### src/logic/mri_pkg.sv
package mri_pkg;
   // ****************************************
   // Widths and timing
   // ****************************************
   localparam int  MRI_CLK_HZ        = 40_000_000;
   localparam int  MRI_QUAL_TIME_NS  = 4000;
   // Least time, rounded up to whole cycles
   localparam int  MRI_QUAL_CYCLES   = (MRI_QUAL_TIME_NS * (MRI_CLK_HZ / 1_000_000) + 999) / 1000;
   localparam int  MRI_ADDR_W        = 16;
   localparam int  MRI_DATA_W        = 8;
   localparam int  MRI_TMR_W         = 12;
   localparam int  MRI_FLAG_W        = 8;
   localparam int  MRI_IE_W          = 5;

   // ****************************************
   // Reset values
   // ****************************************
   localparam logic [7:0]  MRI_DIRB_RST  = 8'hFF;
   localparam logic [7:0]  MRI_MODEC_RST = 8'hFF;
   localparam logic [11:0] MRI_TMR_RST   = 12'hFFF;
   localparam logic [15:0] MRI_PC_RST    = 16'h0000;
   localparam logic [7:0]  MRI_FLAG_RST  = 8'h00;

   // ****************************************
   // Sequencer states
   // ****************************************
   typedef enum logic [1:0] {
      MRI_RUN   = 2'b00,
      MRI_QUAL  = 2'b01,
      MRI_RESET = 2'b11
   } mri_state_t;
endpackage

### src/logic/mri_reset_init.sv
`timescale 1ns/1ps
// Notes on behaviour
// - Reset only after input held low longer than qualifying interval.
// - Reset clears every interrupt enable flag.
// - Reset clears the pending interrupt request flag.
// - Reset clears the halt flip-flop, leaving halt state.
// - Reset loads port B direction with all ones, all inputs.
// - Reset loads port C mode with all ones; outputs driven low.
// - Reset clears every status flag to zero.
// - Reset loads timer count with all ones, clears timer flip-flop.
// - Reset sets acknowledge latch and clears hold acknowledge.
// - Reset clears the program counter to zero.
// - Address, data bus and strobes float during reset.
// - After release, fetch begins at address zero.
// - Each port B direction bit: one input, zero output.
// - Port C mode bit set is plain I/O, clear is control function.
module mri_reset_init
   import mri_pkg::*;
#(
   parameter int QUAL_CYCLES = MRI_QUAL_CYCLES
) (
   input  wire logic        clk,
   input  wire logic        reset_n,
   input  wire logic        dev_reset_n,
   input  wire logic        core_ie_set,
   input  wire logic [4:0]  core_ie_val,
   input  wire logic        core_irq_set,
   input  wire logic        core_halt_set,
   input  wire logic        core_dirb_wr,
   input  wire logic [7:0]  core_dirb_val,
   input  wire logic        core_modec_wr,
   input  wire logic [7:0]  core_modec_val,
   input  wire logic        core_flag_wr,
   input  wire logic [7:0]  core_flag_val,
   input  wire logic        core_tmr_wr,
   input  wire logic [11:0] core_tmr_val,
   input  wire logic        core_tmr_ff_set,
   input  wire logic        core_ack_clr,
   input  wire logic        core_hold_grant,
   input  wire logic        core_pc_load,
   input  wire logic [15:0] core_pc_val,
   input  wire logic        core_pc_inc,
   input  wire logic        core_bus_drive,
   input  wire logic [7:0]  core_data_out,
   input  wire logic        core_rd,
   input  wire logic        core_wr,
   input  wire logic [7:0]  portb_out_val,
   input  wire logic [7:0]  portc_out_val,
   input  wire logic [7:0]  portc_ctrl_val,
   output logic             init_active,
   output logic             fetch_start,
   output logic [4:0]       int_enable,
   output logic             int_request,
   output logic             halt_state,
   output logic [7:0]       portb_dir,
   output logic [7:0]       portb_oe_n,
   output logic [7:0]       portb_out,
   output logic [7:0]       portc_mode,
   output logic [7:0]       portc_out,
   output logic [7:0]       portc_oe_n,
   output logic [7:0]       status_flags,
   output logic [11:0]      timer_count,
   output logic             timer_ff,
   output logic             ack_latch,
   output logic             bus_grant_ack_latch,
   output logic [15:0]      program_counter,
   output logic [15:0]      wide_addr_out_lines,
   output logic             wide_addr_oe_n,
   output logic [7:0]       bidir_byte_bus_out,
   output logic             bidir_byte_bus_oe_n,
   output logic             rd_n_out,
   output logic             wr_n_out,
   output logic             strobe_oe_n
);

   // Qualifier counter is sixteen bits wide
   if (QUAL_CYCLES < 1 || QUAL_CYCLES > 65535) begin : g_bad_qual
      $error("QUAL_CYCLES out of range");
   end

   // ****************************************
   // Reset qualifier
   // ****************************************
   mri_state_t  state_q;
   logic [15:0] low_cnt_q;
   logic        in_rst;
   logic        rel_q;
   localparam logic [15:0] QUAL_LIM = 16'(QUAL_CYCLES);

   always_ff @(posedge clk or negedge reset_n) begin
      if (!reset_n) begin
         low_cnt_q <= 16'h0000;
      end else if (dev_reset_n) begin
         low_cnt_q <= 16'h0000;
      end else if (low_cnt_q != QUAL_LIM) begin
         low_cnt_q <= low_cnt_q + 16'h0001;
      end
   end

   always_ff @(posedge clk or negedge reset_n) begin
      if (!reset_n) begin
         state_q <= MRI_RUN;
      end else begin
         case (state_q)
            MRI_RUN: begin
               if (!dev_reset_n) begin
                  state_q <= MRI_QUAL;
               end
            end
            MRI_QUAL: begin
               if (dev_reset_n) begin
                  state_q <= MRI_RUN;
               end else if (low_cnt_q == QUAL_LIM) begin
                  state_q <= MRI_RESET;
               end
            end
            MRI_RESET: begin
               if (dev_reset_n) begin
                  state_q <= MRI_RUN;
               end
            end
            default: begin
               state_q <= MRI_RUN;
            end
         endcase
      end
   end

   assign in_rst      = (state_q == MRI_RESET);
   assign init_active = in_rst;

   always_ff @(posedge clk or negedge reset_n) begin
      if (!reset_n) begin
         rel_q <= 1'b0;
      end else begin
         rel_q <= in_rst && dev_reset_n;
      end
   end
   assign fetch_start = rel_q;

   // ****************************************
   // Interrupt and halt state
   // ****************************************
   // clear enables
   always_ff @(posedge clk or negedge reset_n) begin
      if (!reset_n) begin
         int_enable <= 5'h00;
      end else if (in_rst) begin
         int_enable <= 5'h00;
      end else if (core_ie_set) begin
         int_enable <= core_ie_val;
      end
   end

   always_ff @(posedge clk or negedge reset_n) begin
      if (!reset_n) begin
         int_request <= 1'b0;
      end else if (in_rst) begin
         int_request <= 1'b0;
      end else if (core_irq_set) begin
         int_request <= 1'b1;
      end
   end

   always_ff @(posedge clk or negedge reset_n) begin
      if (!reset_n) begin
         halt_state <= 1'b0;
      end else if (in_rst) begin
         halt_state <= 1'b0;
      end else if (core_halt_set) begin
         halt_state <= 1'b1;
      end
   end

   // ****************************************
   // Port configuration
   // ****************************************
   // direction all inputs
   always_ff @(posedge clk or negedge reset_n) begin
      if (!reset_n) begin
         portb_dir <= MRI_DIRB_RST;
      end else if (in_rst) begin
         portb_dir <= MRI_DIRB_RST;
      end else if (core_dirb_wr) begin
         portb_dir <= core_dirb_val;
      end
   end

   always_ff @(posedge clk or negedge reset_n) begin
      if (!reset_n) begin
         portc_mode <= MRI_MODEC_RST;
      end else if (in_rst) begin
         portc_mode <= MRI_MODEC_RST;
      end else if (core_modec_wr) begin
         portc_mode <= core_modec_val;
      end
   end

   always_ff @(posedge clk or negedge reset_n) begin
      if (!reset_n) begin
         portb_out <= 8'h00;
         portc_out <= 8'h00;
      end else if (in_rst) begin
         portb_out <= 8'h00;
         portc_out <= 8'h00;
      end else begin
         portb_out <= portb_out_val;
         portc_out <= (portc_out_val & portc_mode) | (portc_ctrl_val & ~portc_mode);
      end
   end

   assign portb_oe_n = portb_dir;

   // Port C: lines 0,1,2,7 input when mode set; 2,7 control inputs
   localparam logic [7:0] PC_IN_PLAIN = 8'h87;
   localparam logic [7:0] PC_IN_CTRL  = 8'h84;
   assign portc_oe_n = (portc_mode & PC_IN_PLAIN) | (~portc_mode & PC_IN_CTRL);

   // ****************************************
   // Flags and timer
   // ****************************************
   // flags to zero
   always_ff @(posedge clk or negedge reset_n) begin
      if (!reset_n) begin
         status_flags <= MRI_FLAG_RST;
      end else if (in_rst) begin
         status_flags <= MRI_FLAG_RST;
      end else if (core_flag_wr) begin
         status_flags <= core_flag_val;
      end
   end

   always_ff @(posedge clk or negedge reset_n) begin
      if (!reset_n) begin
         timer_count <= MRI_TMR_RST;
         timer_ff    <= 1'b0;
      end else if (in_rst) begin
         timer_count <= MRI_TMR_RST;
         timer_ff    <= 1'b0;
      end else begin
         if (core_tmr_wr) begin
            timer_count <= core_tmr_val;
         end
         if (core_tmr_ff_set) begin
            timer_ff <= ~timer_ff;
         end
      end
   end

   // ****************************************
   // Bus ownership and program counter
   // ****************************************
   // ack set, hold ack clear
   always_ff @(posedge clk or negedge reset_n) begin
      if (!reset_n) begin
         ack_latch           <= 1'b1;
         bus_grant_ack_latch <= 1'b0;
      end else if (in_rst) begin
         ack_latch           <= 1'b1;
         bus_grant_ack_latch <= 1'b0;
      end else begin
         if (core_ack_clr) begin
            ack_latch <= 1'b0;
         end
         bus_grant_ack_latch <= core_hold_grant;
      end
   end

   always_ff @(posedge clk or negedge reset_n) begin
      if (!reset_n) begin
         program_counter <= MRI_PC_RST;
      end else if (in_rst) begin
         program_counter <= MRI_PC_RST;
      end else if (core_pc_load) begin
         program_counter <= core_pc_val;
      end else if (core_pc_inc) begin
         program_counter <= program_counter + 16'h0001;
      end
   end

   always_ff @(posedge clk or negedge reset_n) begin
      if (!reset_n) begin
         wide_addr_out_lines <= MRI_PC_RST;
         bidir_byte_bus_out  <= 8'h00;
         rd_n_out            <= 1'b1;
         wr_n_out            <= 1'b1;
      end else begin
         wide_addr_out_lines <= program_counter;
         bidir_byte_bus_out  <= core_data_out;
         rd_n_out            <= ~core_rd;
         wr_n_out            <= ~core_wr;
      end
   end

   assign wide_addr_oe_n      = in_rst || bus_grant_ack_latch;
   assign strobe_oe_n         = in_rst || bus_grant_ack_latch;
   assign bidir_byte_bus_oe_n = in_rst || bus_grant_ack_latch || !core_bus_drive;

endmodule

### config.mk
export PLATFORM = sky130hd
export DESIGN_NAME = mri_reset_init
export DESIGN_NICKNAME = d
export VERILOG_FILES = /design/src/logic/mri_pkg.sv /design/src/logic/mri_reset_init.sv
export SDC_FILE = /design/constraint.sdc
export NUM_CORES = 1
export LEC_CHECK = 0
export BUFFER_PORTS_ARGS = -buffer_cell sky130_fd_sc_hd__clkbuf_2
export CORE_ASPECT_RATIO = 0.5
export CORE_MARGIN = 4
export CORE_UTILIZATION = 30
export DETAILED_ROUTE_END_ITERATION = 6
export PLACE_DENSITY = 0.6
export SLEW_MARGIN = 20
export SYNTH_ARGS = -nofsm -noshare
export SYNTH_HDL_FRONTEND = slang
export SYNTH_SLANG_ARGS = --single-unit
### constraint.sdc
create_clock -name clk -period 2.1 [get_ports clk]
set_input_delay 0.42 -clock clk [delete_from_list [all_inputs] [get_ports clk]]
set_output_delay 0.42 -clock clk [all_outputs]
set_load 0.01 [all_outputs]
Yosys cells after proc, flatten, opt, wreduce, memory -nomap -nowiden
Cells that the tools add are included.

operators by class
  add/subtract/negate cells = 2
  equal/unequal tests = 7
  mux-type cells = 31
  bitwise operators = 8
  reduce and logical (&&, ||, !) cells = 17

operators by type and width
  kind                   number
  $mux 16                5
  $mux 8                 8
  $add 16x1->16 const B  2
  $mux 12                2
  $reduce_bool 2->1      10
  $and 8x8->8            2
  $eq 16x8->1 const B    1
  $ne 16x8->1 const B    1
  $or 8x8->8             2
  $mux 5                 2
  $mux 1                 9
  $mux 2                 4
  $not 8->8              1
  $pmux 2 s3             1
  $ne 2x2->1 const B     2
  $ne 3x3->1 const B     1
  $not 1->1              3
  $reduce_and 3->1       1
  $reduce_bool 3->1      1
  $eq 2x1->1 const B     1
  $eq 2x2->1 const B     1
  $logic_not 2->1        1
  $logic_or 1x1->1       2
  $logic_and 1x1->1      1
  $logic_not 1->1        1

storage, ports and cells
  bits in registers = 123
  input bits = 107
  output and inout port bits = 125
  logic and storage cells = 85

Logic depth before layout (Yosys ltp)
Gate-level depths: netlist of run 1.

  word-level depth = 4
  mapped depth = 6
  mapped depth without buffers = 6

Worst setup path after synthesis of run 1
OpenSTA, ideal clock, no wires.

  kind = reg2reg
  start = register low_cnt_q[0]
  end = register low_cnt_q[10]
  library setup time = 0.125 ns
  data arrival time = 1.454 ns
  data required time = 1.975 ns
  setup slack = 0.521 ns
  stages on the path, launching flop included = 7
  path buffers = 0
  period minus slack after synthesis = 1.579 ns
  path through = dfrtp_1 inv_1 ha_1 nor3b_1 nand4_1 nand4_1 mux2_2

between the ends
  word-level cells in the longest chain between the ends = 3
  elaborated cells on any way between the ends = 5
  those cells by class = add/sub (1); eq/ne (1); mux (2); reduce/logical (1)

ends and longest elaborated chain
  item                    line                  source
  start, declared         mri_reset_init.sv:85  logic [15:0] low_cnt_q;
  start signal, assigned  mri_reset_init.sv:96  low_cnt_q <= low_cnt_q + 16'h0001;
  $add 16x1->16           mri_reset_init.sv:96
  $mux 16                 mri_reset_init.sv:95  end else if (low_cnt_q != QUAL_LIM) begin
  $mux 16                 mri_reset_init.sv:93  end else if (dev_reset_n) begin

Several ways; a longest one is shown, not always the timed one. The select of a mux whose other input is x is not followed.
A chain may end at the register's enable or synchronous reset.

Worst setup path in the final report of run 1
  start = register state_q[1]
  end = output init_active

between the ends
  word-level cells in the longest chain between the ends = 1

ends and longest elaborated chain
  item                    line                   source
  start, declared         mri_reset_init.sv:84   mri_state_t state_q;
  start signal, assigned  mri_reset_init.sv:102  state_q <= MRI_RUN;
  start signal, assigned  mri_reset_init.sv:107  state_q <= MRI_QUAL;
  start signal, assigned  mri_reset_init.sv:112  state_q <= MRI_RUN;
  $eq 2x2->1              mri_reset_init.sv:129  assign in_rst = (state_q == MRI_RESET);
  end, declared           mri_reset_init.sv:50   output logic init_active,

No other way between the ends.

==> impl_metrics.json, run 1 <==
{
  "first_pass_iters": 4,
  "worst-r2r-cell-count": 6,
  "cts_buffers": 17,
  "worstReg2RegStart": "low_cnt_q[0]",
  "clock_path_buffers": 2,
  "fin_crit_sh_pct": 88.4,
  "synth_most_common_cell": "dfrtp_1",
  "clock_latency_ns": 0.41,
  "nNetsFinal": 758,
  "path_delay_family": "buffers and inverters",
  "cts_sinks": 123,
  "holdPathEnd": "bidir_byte_bus_out[4]",
  "drt-initial-drc-count": 177,
  "grt_antenna_before_repair": 0,
  "placed_cell_area_sq_um": 6330,
  "outcome": "finished clean",
  "hold_class": "input pin to flip-flop",
  "cp_max_fo": 17,
  "grt-ovfl-total": 0,
  "dieWidth_um": 191,
  "cts_max_level": 4,
  "finalHoldViolCount": 0,
  "whs_path_depth": 1,
  "synthSimpleGateAreaFrac_pct": 13.6,
  "drt_wl_total_um": 13100,
  "synth_cell_types": 34,
  "crit_chain": "nand2_1 > clkinvlp_4 > buf_4 > clkbuf_2",
  "utilization_pct": 42.3,
  "pwr-share-seq_pct": 42.9,
  "clock-root-buffer": "clkbuf_16",
  "p_leak_nw": 3.51,
  "clk_pin_slew_ns": 0.05,
  "period_needed_ns": 1.86,
  "switchingPower_mw": 1.63,
  "maxCapViolations": 0,
  "synth-compound-area-share_pct": 3.03,
  "area_growth_pct": 37.8,
  "grt_usage_pct": 13.9,
  "num_antenna_cells": 0,
  "core-area_sq_um": 16400,
  "synth_mux_area_share_pct": 11.2,
  "synthAdderAreaFrac_pct": 0.744,
  "power_density_nw_per_um2": 928,
  "grt_pass1_vias": 3893,
  "p_sw_share_pct": 25.3,
  "crit_path_start_kind": "flip-flop",
  "clock_power_share_pct": 44.7,
  "grt_pass1_wl_um": 20700,
  "min_from": "core_data_out[4]",
  "io_buffers": 225,
  "drive_above_1_share_pct": 45.2,
  "syn_area_per_cell_sq_um": 11.8,
  "power_frac_comb_pct": 12.4,
  "route.detailed.drc": 0,
  "grt_max_degree": 62,
  "synth_top_family_by_area": "simple AND/OR/NAND/NOR gates",
  "rrSetupSlack_ns": 0.36,
  "vias_per_cell": 4.33,
  "drt.antenna.violating_nets": 0,
  "hpwl_um": 9860,
  "drv_slew": 0,
  "fin_worst_skew_ns": 0.00789,
  "critPathArrivalTime_ns": 1.44,
  "rows": 33,
  "netlist_instances": 428,
  "synth-warning-count": 0,
  "cts_tree": "built",
  "synth_top_cell_by_area": "dfrtp_1",
  "crit_required_ns": 1.68,
  "synth_area_sq_um": 5040,
  "hold_slack_ns": 0.119,
  "synth_edf_count": 0,
  "dp.cells": 854,
  "worstSetupPathType": "flip-flop to output port",
  "max_freq_mhz": 538,
  "synth_ff_type": "dfrtp_1",
  "total_power_mw": 6.45,
  "synthXorXnorAreaFrac_pct": 4.69,
  "die_area_sq_um": 19100,
  "synth.top_cell.area_share_pct": 45.7,
  "place.gp.congestion": 0.802,
  "wl_per_cell_um": 14.8,
  "worst-path-buf-inv": 3,
  "setup_viol": 0,
  "max_stage_delay_ns": 0.40,
  "critPathSlowestCell": "dfrtp_1",
  "vias": 3847,
  "ir_worst_vdd_mv": 0.479,
  "final_area_sq_um": 6950,
  "die_y_um": 99.7,
  "endpoint_kind": "output port",
  "start_util_pct": 30.7,
  "async_reset_ff_share_pct": 100,
  "synth_seq_area_share_pct": 61.8,
  "finalNonFillerCells": 888,
  "ys_top_cells_by_area": "dfrtp_1 46%, dfstp_2 16%, mux2i_1 11%",
  "synthTopCellsByCount": "92 x dfrtp_1, 53 x mux2i_1, 50 x nor2_1",
  "r2r-end": "low_cnt_q[10]",
  "p_int_mw": 4.81,
  "yosys_register_bits": 123,
  "rsz0062_at_grt": "false",
  "pin_count": 232
}
[layout make-up]
type	instances	area, sq um
fillers	1583	9480
flip-flops and latches	123	3120
multi-input cells	263	1700
repair buffers	232	1210
clock buffers	22	474
well taps	227	284
clock inverters	10	116
inverters	11	45.0
[through the flow]
stage,setup TNS [ns],worst slack (ns)
2_1_floorplan,0,0.521
3_3_place_gp,0,0.390
3_5_place_dp,0,0.368
4_1_cts,-0.000915,-0.000915
5_1_grt,0,0.153
6_report,0,0.243
[power groups by stage]
stage,clock [mW],sequential [mW],combinational (mW)
after global placement,0,2.80,0.807
after floorplan,0,2.88,0.311
after detailed placement,0,2.81,0.813
after global routing,3.07,2.80,0.887
final,2.88,2.77,0.799
after CTS,2.96,2.77,0.819
[placed cells by master (no fill, tap or decap), types with 5 or more instances in the layout]
cell	Yosys	routed
clkinvlp_4	0	6
dfstp_2	31	31
dfrtp_1	92	92
xor2_1	10	10
clkbuf_16	0	17
and2_1	10	10
conb_1	2	6
clkbuf_2	0	224
mux2i_1	53	53
inv_1	10	9
a21oi_1	16	16
xnor2_1	17	17
nor2_1	50	49
o21ai_0	13	13
nand4_1	11	11
nand2_1	36	36
nor4_1	8	8
buf_4	17	5
nand3_1	9	9
[worst max-delay path by stage]
stage | startpoint | end | slack (ns) | cells past startpoint
2_1_floorplan | low_cnt_q[0] | low_cnt_q[10] | 0.52 | 6
3_3_place_gp | low_cnt_q[0] | low_cnt_q[10] | 0.39 | 6
3_5_place_dp | low_cnt_q[0] | low_cnt_q[10] | 0.37 | 6
4_1_cts | state_q[1] | init_active | -0.0009 | 4
5_1_grt | state_q[1] | init_active | 0.15 | 4
6_report | state_q[1] | init_active | 0.24 | 4
[layer usage]
metal,part of all wire (%),routed length (um),GRT usage [%],vias up
met5,0,0,0,-
met4,1.8,240,5.68,0
met3,4.1,534,2.73,22
met2,53,7020,24.4,80
met1,41,5350,16.9,1881
li1,-,-,-,1864
[cells by family (layout without fill, tap and decap cells)]
family | after synthesis | count (layout)
DFF | 123 | 123
other | 2 | 6
xor gates and xnor gates | 27 | 27
adders and majority gates | 3 | 3
buffers and inverters | 46 | 275
AOI/OAI and AO/OA | 30 | 30
and+or+nand+nor | 141 | 141
muxes | 56 | 56
[worst register-to-register path, delay by kind of cell (launching register included)]
family,cells,cell delay [ns]
adders and majority gates,1,0.13
and+or+nand+nor,3,0.67
buffers and inverters,1,0.08
DFF,1,0.42
muxes,1,0.34
[registers in the layout, indices dropped and copies added, names as in the netlist]
signal	flops
bus_grant_ack_latch	1
rd_n_out	1
ack_latch	1
wide_addr_out_lines	16
portb_out	8
int_enable	5
wr_n_out	1
bidir_byte_bus_out	8
low_cnt_q	16
timer_ff	1
int_request	1
portb_dir	8
state_q	2
portc_out	8
program_counter	16
portc_mode	8
fetch_start	1
timer_count	12
status_flags	8
halt_state	1
[timing repair]
action                                 4_1_cts  5_1_grt
pin swaps                                    0        0
resized for setup                            2        0
setup buffers                                0        1
endpoints found under the hold margin       10        0
setup endpoints to repair                    1        4
hold buffers                                 1        0
(Power assumes the default switching activity.)
==> run 2, diff against run 1 <==
==> constraint.sdc (replaced) <==
create_clock -name clk -period 2.28 [get_ports clk]
set_input_delay 0.456 -clock clk [delete_from_list [all_inputs] [get_ports clk]]
set_output_delay 0.456 -clock clk [all_outputs]
set_load 0.01 [all_outputs]
==> run 2 against run 1 <==
  * Clock power is 4% higher
  * Sequential cell count did not move
  * Final cell count did not move
  * Critical endpoint unchanged
  * Critical path depth did not move
  * Wire length increased by 4.6%
  * Worst hold slack lost 0.11 ns
  * Register-to-register slack improved by 0.12 ns
==> impl_metrics.json, run 2 (synthesis results as in run 1) <==
{
  "outcome": "finished clean",
  "hold_class": "input pin to async pin",
  "cts_resized": 0,
  "setup_viol": 0,
  "vias": 3854,
  "slew-limit-headroom_pct": 66.5,
  "grt_pass1_wl_um": 21300,
  "path_delay_family": "buffers and inverters",
  "ir_worst_vdd_mv": 0.483,
  "cp_max_fo": 29,
  "tightestPinTransition_ns": 0.502,
  "worstReg2RegStart": "low_cnt_q[0]",
  "drt.antenna.violating_nets": 0,
  "nNetsFinal": 758,
  "hold_slack_ns": 0.00700,
  "first_pass_iters": 4,
  "setup_ws_ns": 0.359,
  "period_needed_ns": 1.92,
  "place.gp.congestion": 0.808,
  "utilization_pct": 42.6,
  "maxCapViolations": 0,
  "clock-root-buffer": "clkbuf_16",
  "grt_usage_pct": 14.3,
  "area_growth_pct": 38.7,
  "p_leak_nw": 3.56,
  "worstSetupPathType": "flip-flop to output port",
  "max_freq_mhz": 521,
  "io_buffers": 225,
  "total_power_mw": 6.28,
  "critPathArrivalTime_ns": 1.46,
  "fin_crit_sh_pct": 84.2,
  "drt_wl_total_um": 13700,
  "num-fill-cells": 1612,
  "cts_setup_buffers": 0,
  "fin_worst_skew_ns": 0.0100,
  "max_stage_delay_ns": 0.38,
  "rows": 33,
  "grt_antenna_before_repair": 0,
  "worstSetupStartpoint": "state_q[1]",
  "die_y_um": 99.7,
  "core-area_sq_um": 16400,
  "top_regs": "low_cnt_q: 16 flops, program_counter: 16 flops, wide_addr_out_lines: 16 flops",
  "crit_required_ns": 1.82,
  "cts_sinks": 123,
  "clock_path_buffers": 2,
  "layout_common_cells": "224 x clkbuf_2, 92 x dfrtp_1, 53 x mux2i_1",
  "start_util_pct": 30.7,
  "endpoint_kind": "output port",
  "drv_slew": 0,
  "cts_tree": "built",
  "wl_per_cell_um": 15.5,
  "vias_per_cell": 4.34,
  "clock_latency_ns": 0.41,
  "drive_above_1_share_pct": 45.2,
  "dieWidth_um": 191,
  "die_area_sq_um": 19100,
  "dpl_worst_slack_ns": 0.520,
  "rsz0062_at_grt": "false",
  "worst-path-buf-inv": 3,
  "pin_count": 232,
  "final_common_cell": "clkbuf_2",
  "final.setup.tns_ns": 0,
  "grt-ovfl-total": 0,
  "finalHoldViolCount": 0,
  "cts_buffers": 17,
  "cts_max_level": 4,
  "crit_chain": "nand2_1 > inv_1 > buf_4 > clkbuf_2",
  "route.detailed.drc": 0,
  "num_antenna_cells": 0,
  "grt_pass1_vias": 4001,
  "hold_buffers": 0,
  "crit_path_start_kind": "flip-flop",
  "hpwl_um": 10300,
  "grt_max_degree": 51,
  "drt-initial-drc-count": 172,
  "critPathSlowestCell": "dfrtp_1",
  "clk_pin_slew_ns": 0.06,
  "power_density_nw_per_um2": 898
}
[run 2: layer usage]
| layer | track usage, % | routed length, um | up-vias |
|---|---|---|---|
| met4 | 5.30 | 223 | 0 |
| li1 | - | - | 1854 |
| met3 | 2.73 | 482 | 18 |
| met1 | 17.2 | 5670 | 1906 |
| met5 | 0 | 0 | - |
| met2 | 25.5 | 7360 | 76 |
[run 2: cell type report]
cell class	instances	area, sq um	area share (%)
inverter	11	41.3	0.590
tap	227	284	4.06
clock inverter	13	214	3.06
timing repair buffer	232	1190	17.1
multi-input combinational	263	1700	24.3
clock buffer	19	443	6.33
sequential	123	3120	44.6
[run 2: report_power, final]
part           switching (mW)  total, mW  internal (mW)
Clock                    1.01       2.99           1.98
Sequential              0.145       2.55           2.41
Combinational           0.408      0.742          0.334
[run 2: path summary, 6_finish.rpt]
path                            slack [ns]                 endpoint  cells past startpoint
worst max-delay path                  0.36              init_active                      4
worst min-delay path                 0.007      program_counter[15]                      1
worst max register to register        0.48            low_cnt_q[10]                      6
worst min register to register        0.44  wide_addr_out_lines[15]                      0
max in group asynchronous             1.59                 timer_ff                      2
min in group clk                      0.15    bidir_byte_bus_out[1]                      1
[run 2: through the flow]
stage	cells	area, sq um
6_report	888	6990
5_1_grt	888	6990
4_1_cts	888	6990
3_5_place_dp	856	6340
3_3_place_gp	856	6340
2_1_floorplan	432	5060
==> run 3, diff against run 2 <==
--- a/config.mk
+++ b/config.mk
@@ -5,12 +5,13 @@
 export SDC_FILE = /design/constraint.sdc
 export NUM_CORES = 1
 export LEC_CHECK = 0
+export ABC_AREA = 1
 export BUFFER_PORTS_ARGS = -buffer_cell sky130_fd_sc_hd__clkbuf_2
 export CORE_ASPECT_RATIO = 0.5
 export CORE_MARGIN = 4
 export CORE_UTILIZATION = 30
 export DETAILED_ROUTE_END_ITERATION = 6
-export PLACE_DENSITY = 0.6
+export PLACE_DENSITY = 0.62
 export SLEW_MARGIN = 20
 export SYNTH_ARGS = -nofsm -noshare
 export SYNTH_HDL_FRONTEND = slang
==> constraint.sdc (replaced) <==
create_clock -name clk -period 1.6 [get_ports clk]
set_input_delay 0.32 -clock clk [delete_from_list [all_inputs] [get_ports clk]]
set_output_delay 0.32 -clock clk [all_outputs]
set_load 0.01 [all_outputs]
==> run 3 against run 2 <==
  * Global-route usage increased by 0.34 points
  * Largest cell class unchanged
  * Critical path depth unchanged
  * Sequential share of layout area decreased by 3.3 points
  * Sequential power increased by 42%
  * Via count increased by 24%
  * Wire length increased by 11%
  * Clock-buffer cell count increased by 1
  * Clock power increased by 30%
  * Core utilization increased by 0.38 points
  * Worst hold slack improved by 0.017 ns
==> impl_metrics.json, run 3 <==
{
  "grt_pass1_wl_um": 24000,
  "hold_slack_ns": 0.0243,
  "whs_path_depth": 1,
  "pin_count": 232,
  "vias_per_cell": 4.34,
  "endpoint_kind": "output port",
  "worst-r2r-cell-count": 5,
  "num-fill-cells": 1766,
  "nNetsFinal": 968,
  "dpl_worst_slack_ns": 0.142,
  "total_power_mw": 8.75,
  "synth_most_common_cell": "nand2_1",
  "worstReg2RegStart": "low_cnt_q[2]",
  "synth_top_cell_by_area": "dfrtp_1",
  "synthXorXnorAreaFrac_pct": 1.12,
  "yosys_register_bits": 123,
  "place.gp.congestion": 0.823,
  "critPathSlowestCell": "dfrtp_1",
  "cts_sinks": 123,
  "synthAdderAreaFrac_pct": 0.688,
  "period_needed_ns": 1.53,
  "finalNonFillerCells": 1105,
  "die_y_um": 103,
  "synth_seq_area_share_pct": 57.2,
  "outcome": "finished clean",
  "finalHoldViolCount": 0,
  "drt.antenna.violating_nets": 0,
  "worstSetupPathType": "flip-flop to output port",
  "rrSetupSlack_ns": 0.21,
  "io_buffers": 225,
  "top_regs": "low_cnt_q: 16 flops, program_counter: 16 flops, wide_addr_out_lines: 16 flops",
  "synth_area_sq_um": 5450,
  "setup_ws_ns": 0.0689,
  "cts_max_level": 4,
  "cts_tree": "built",
  "grt_max_degree": 44,
  "synthSimpleGateAreaFrac_pct": 23.0,
  "grt_usage_pct": 14.6,
  "die_area_sq_um": 20500,
  "worst-path-buf-inv": 2,
  "clock_path_buffers": 2,
  "fin_crit_sh_pct": 95.7,
  "maxCapViolations": 0,
  "netlist_instances": 620,
  "clock_latency_ns": 0.41,
  "p_sw_share_pct": 27.1,
  "hold_class": "input pin to flip-flop",
  "crit_chain": "nand2_4 > buf_6 > nand3_1 > buf_2",
  "synth_ff_type": "dfrtp_1",
  "fin_worst_skew_ns": 0.0109,
  "cts_buffers": 17,
  "synth-compound-area-share_pct": 7.85,
  "synth_top_family_by_area": "simple AND/OR/NAND/NOR gates",
  "grt_pass1_vias": 4703,
  "power_density_nw_per_um2": 1160,
  "ir_worst_vdd_mv": 0.909,
  "clock-root-buffer": "clkbuf_16",
  "clk_pin_slew_ns": 0.06,
  "async_reset_ff_share_pct": 100,
  "max_freq_mhz": 653,
  "switchingPower_mw": 2.37,
  "grt-ovfl-total": 0,
  "wl_per_cell_um": 13.8,
  "start_util_pct": 31.0,
  "power_frac_comb_pct": 14.2,
  "r2r-end": "low_cnt_q[0]",
  "crit_required_ns": 1.28,
  "route.detailed.drc": 0,
  "syn_area_per_cell_sq_um": 8.79,
  "first_pass_iters": 4,
  "drt-initial-drc-count": 187,
  "ys_top_cells_by_area": "dfrtp_1 42%, dfstp_2 15%, nand2_1 8.9%",
  "synth-warning-count": 0,
  "max_stage_delay_ns": 0.42,
  "drv_slew": 0,
  "dieWidth_um": 199,
  "final_common_cell": "clkbuf_2",
  "pwr-share-seq_pct": 41.3,
  "path_delay_family": "flip-flops",
  "area_growth_pct": 38.7,
  "synthTopCellsByCount": "130 x nand2_1, 92 x dfrtp_1, 78 x inv_1",
  "final.setup.tns_ns": 0,
  "rsz0062_at_grt": "false",
  "vias": 4796,
  "synth_cell_types": 36,
  "grt_antenna_before_repair": 0,
  "hpwl_um": 11400,
  "p_int_mw": 6.38,
  "synth_mux_area_share_pct": 0.184,
  "layout_common_cells": "221 x clkbuf_2, 128 x nand2_1, 91 x dfrtp_1",
  "synth.top_cell.area_share_pct": 42.2,
  "cp_max_fo": 3,
  "critPathArrivalTime_ns": 1.21,
  "p_leak_nw": 3.99,
  "core-area_sq_um": 17600,
  "synth_edf_count": 0,
  "rows": 34,
  "holdPathEnd": "bidir_byte_bus_out[6]",
  "drive_above_1_share_pct": 38.1,
  "setup_viol": 0,
  "num_antenna_cells": 0,
  "drt_wl_total_um": 15300,
  "dp.cells": 1060,
  "crit_path_start_kind": "flip-flop",
  "clock_power_share_pct": 44.5,
  "min_from": "core_data_out[6]"
}
[run 3: cell types whose count changed in the layout (fill, tap and decap cells not counted), moves of 6 or more]
cell	previous run	this run
mux2i_1	53	1
o21ai_0	13	38
nor2_2	0	6
inv_1	10	78
o211ai_1	0	8
nand2_1	36	128
xnor2_1	17	1
nor2_1	50	76
and2_1	10	0
nand3_1	9	45
nor4_1	8	0
dlygate4sd3_1	0	9
[run 3: how the worst max path moves through the flow]
stage | startpoint | end | slack (ns) | depth (start not counted)
floorplan | state_q[1] | wide_addr_oe_n | 0.09 | 5
global placement | program_counter[2] | program_counter[9] | 0.17 | 7
detailed placement | program_counter[2] | program_counter[9] | 0.14 | 7
CTS | state_q[1] | wide_addr_oe_n | 0.02 | 4
global route | state_q[1] | bidir_byte_bus_oe_n | 0.002 | 4
finish | state_q[1] | bidir_byte_bus_oe_n | 0.07 | 4
[run 3: worst reg2reg max path, stage by stage (launching register included)]
cell     delay (ns)
dfrtp_1        0.42
or2_2          0.33
nor3_1         0.28
nand2_1        0.11
nand3_1        0.09
nand2_1        0.06
[run 3: repair_timing]
item                                   in CTS  in global routing
endpoints found under the hold margin      28                  1
hold buffers                                8                  1
buffers inserted                            4                  0
resized for setup                           2                  7
setup endpoints to repair                   4                  5
pin swaps                                   1                  1
[run 3: layer usage]
metal	share of wire, %	track usage, %	routed length (um)	vias up
li1	-	-	-	2416
met1	44	18.9	6700	2237
met2	50	24.8	7670	120
met3	4.1	3.30	630	23
met4	1.8	4.67	281	0
met5	0	0	0	-
[run 3: per-stage QoR]
step	instance area [sq um]	utilization, %
3_3_place_gp	6820	38.7
3_5_place_dp	6820	38.7
5_1_grt	7560	42.9
2_1_floorplan	5470	-
4_1_cts	7550	42.8
6_report	7560	42.9
[run 3: final cells by class]
class	count	area (sq um)	share of cell area, %
sequential	123	3120	41.2
clock buffer	20	467	6.17
clock inverter	12	136	1.80
tap	234	293	3.87
timing repair buffer	252	1420	18.8
multi-input combinational	383	1820	24.1
inverter	81	304	4.02
[run 3: cells by family after synthesis]
| family | count (synthesis) |
|---|---|
| and+or+nand+nor | 288 |
| DFF | 123 |
| buffers and inverters | 118 |
| AOI/OAI and AO/OA | 78 |
| xor gates and xnor gates | 7 |
| adders and majority gates | 3 |
| other | 2 |
| muxes | 1 |
[run 3: power by group through the flow]
stage | logic [mW] | clock network (mW) | registers, mW
floorplan | 0.475 | 0 | 3.78
global placement | 1.22 | 0 | 3.65
detailed placement | 1.24 | 0 | 3.67
CTS | 1.26 | 4.03 | 3.62
global route | 1.40 | 4.19 | 3.65
finish | 1.24 | 3.89 | 3.61
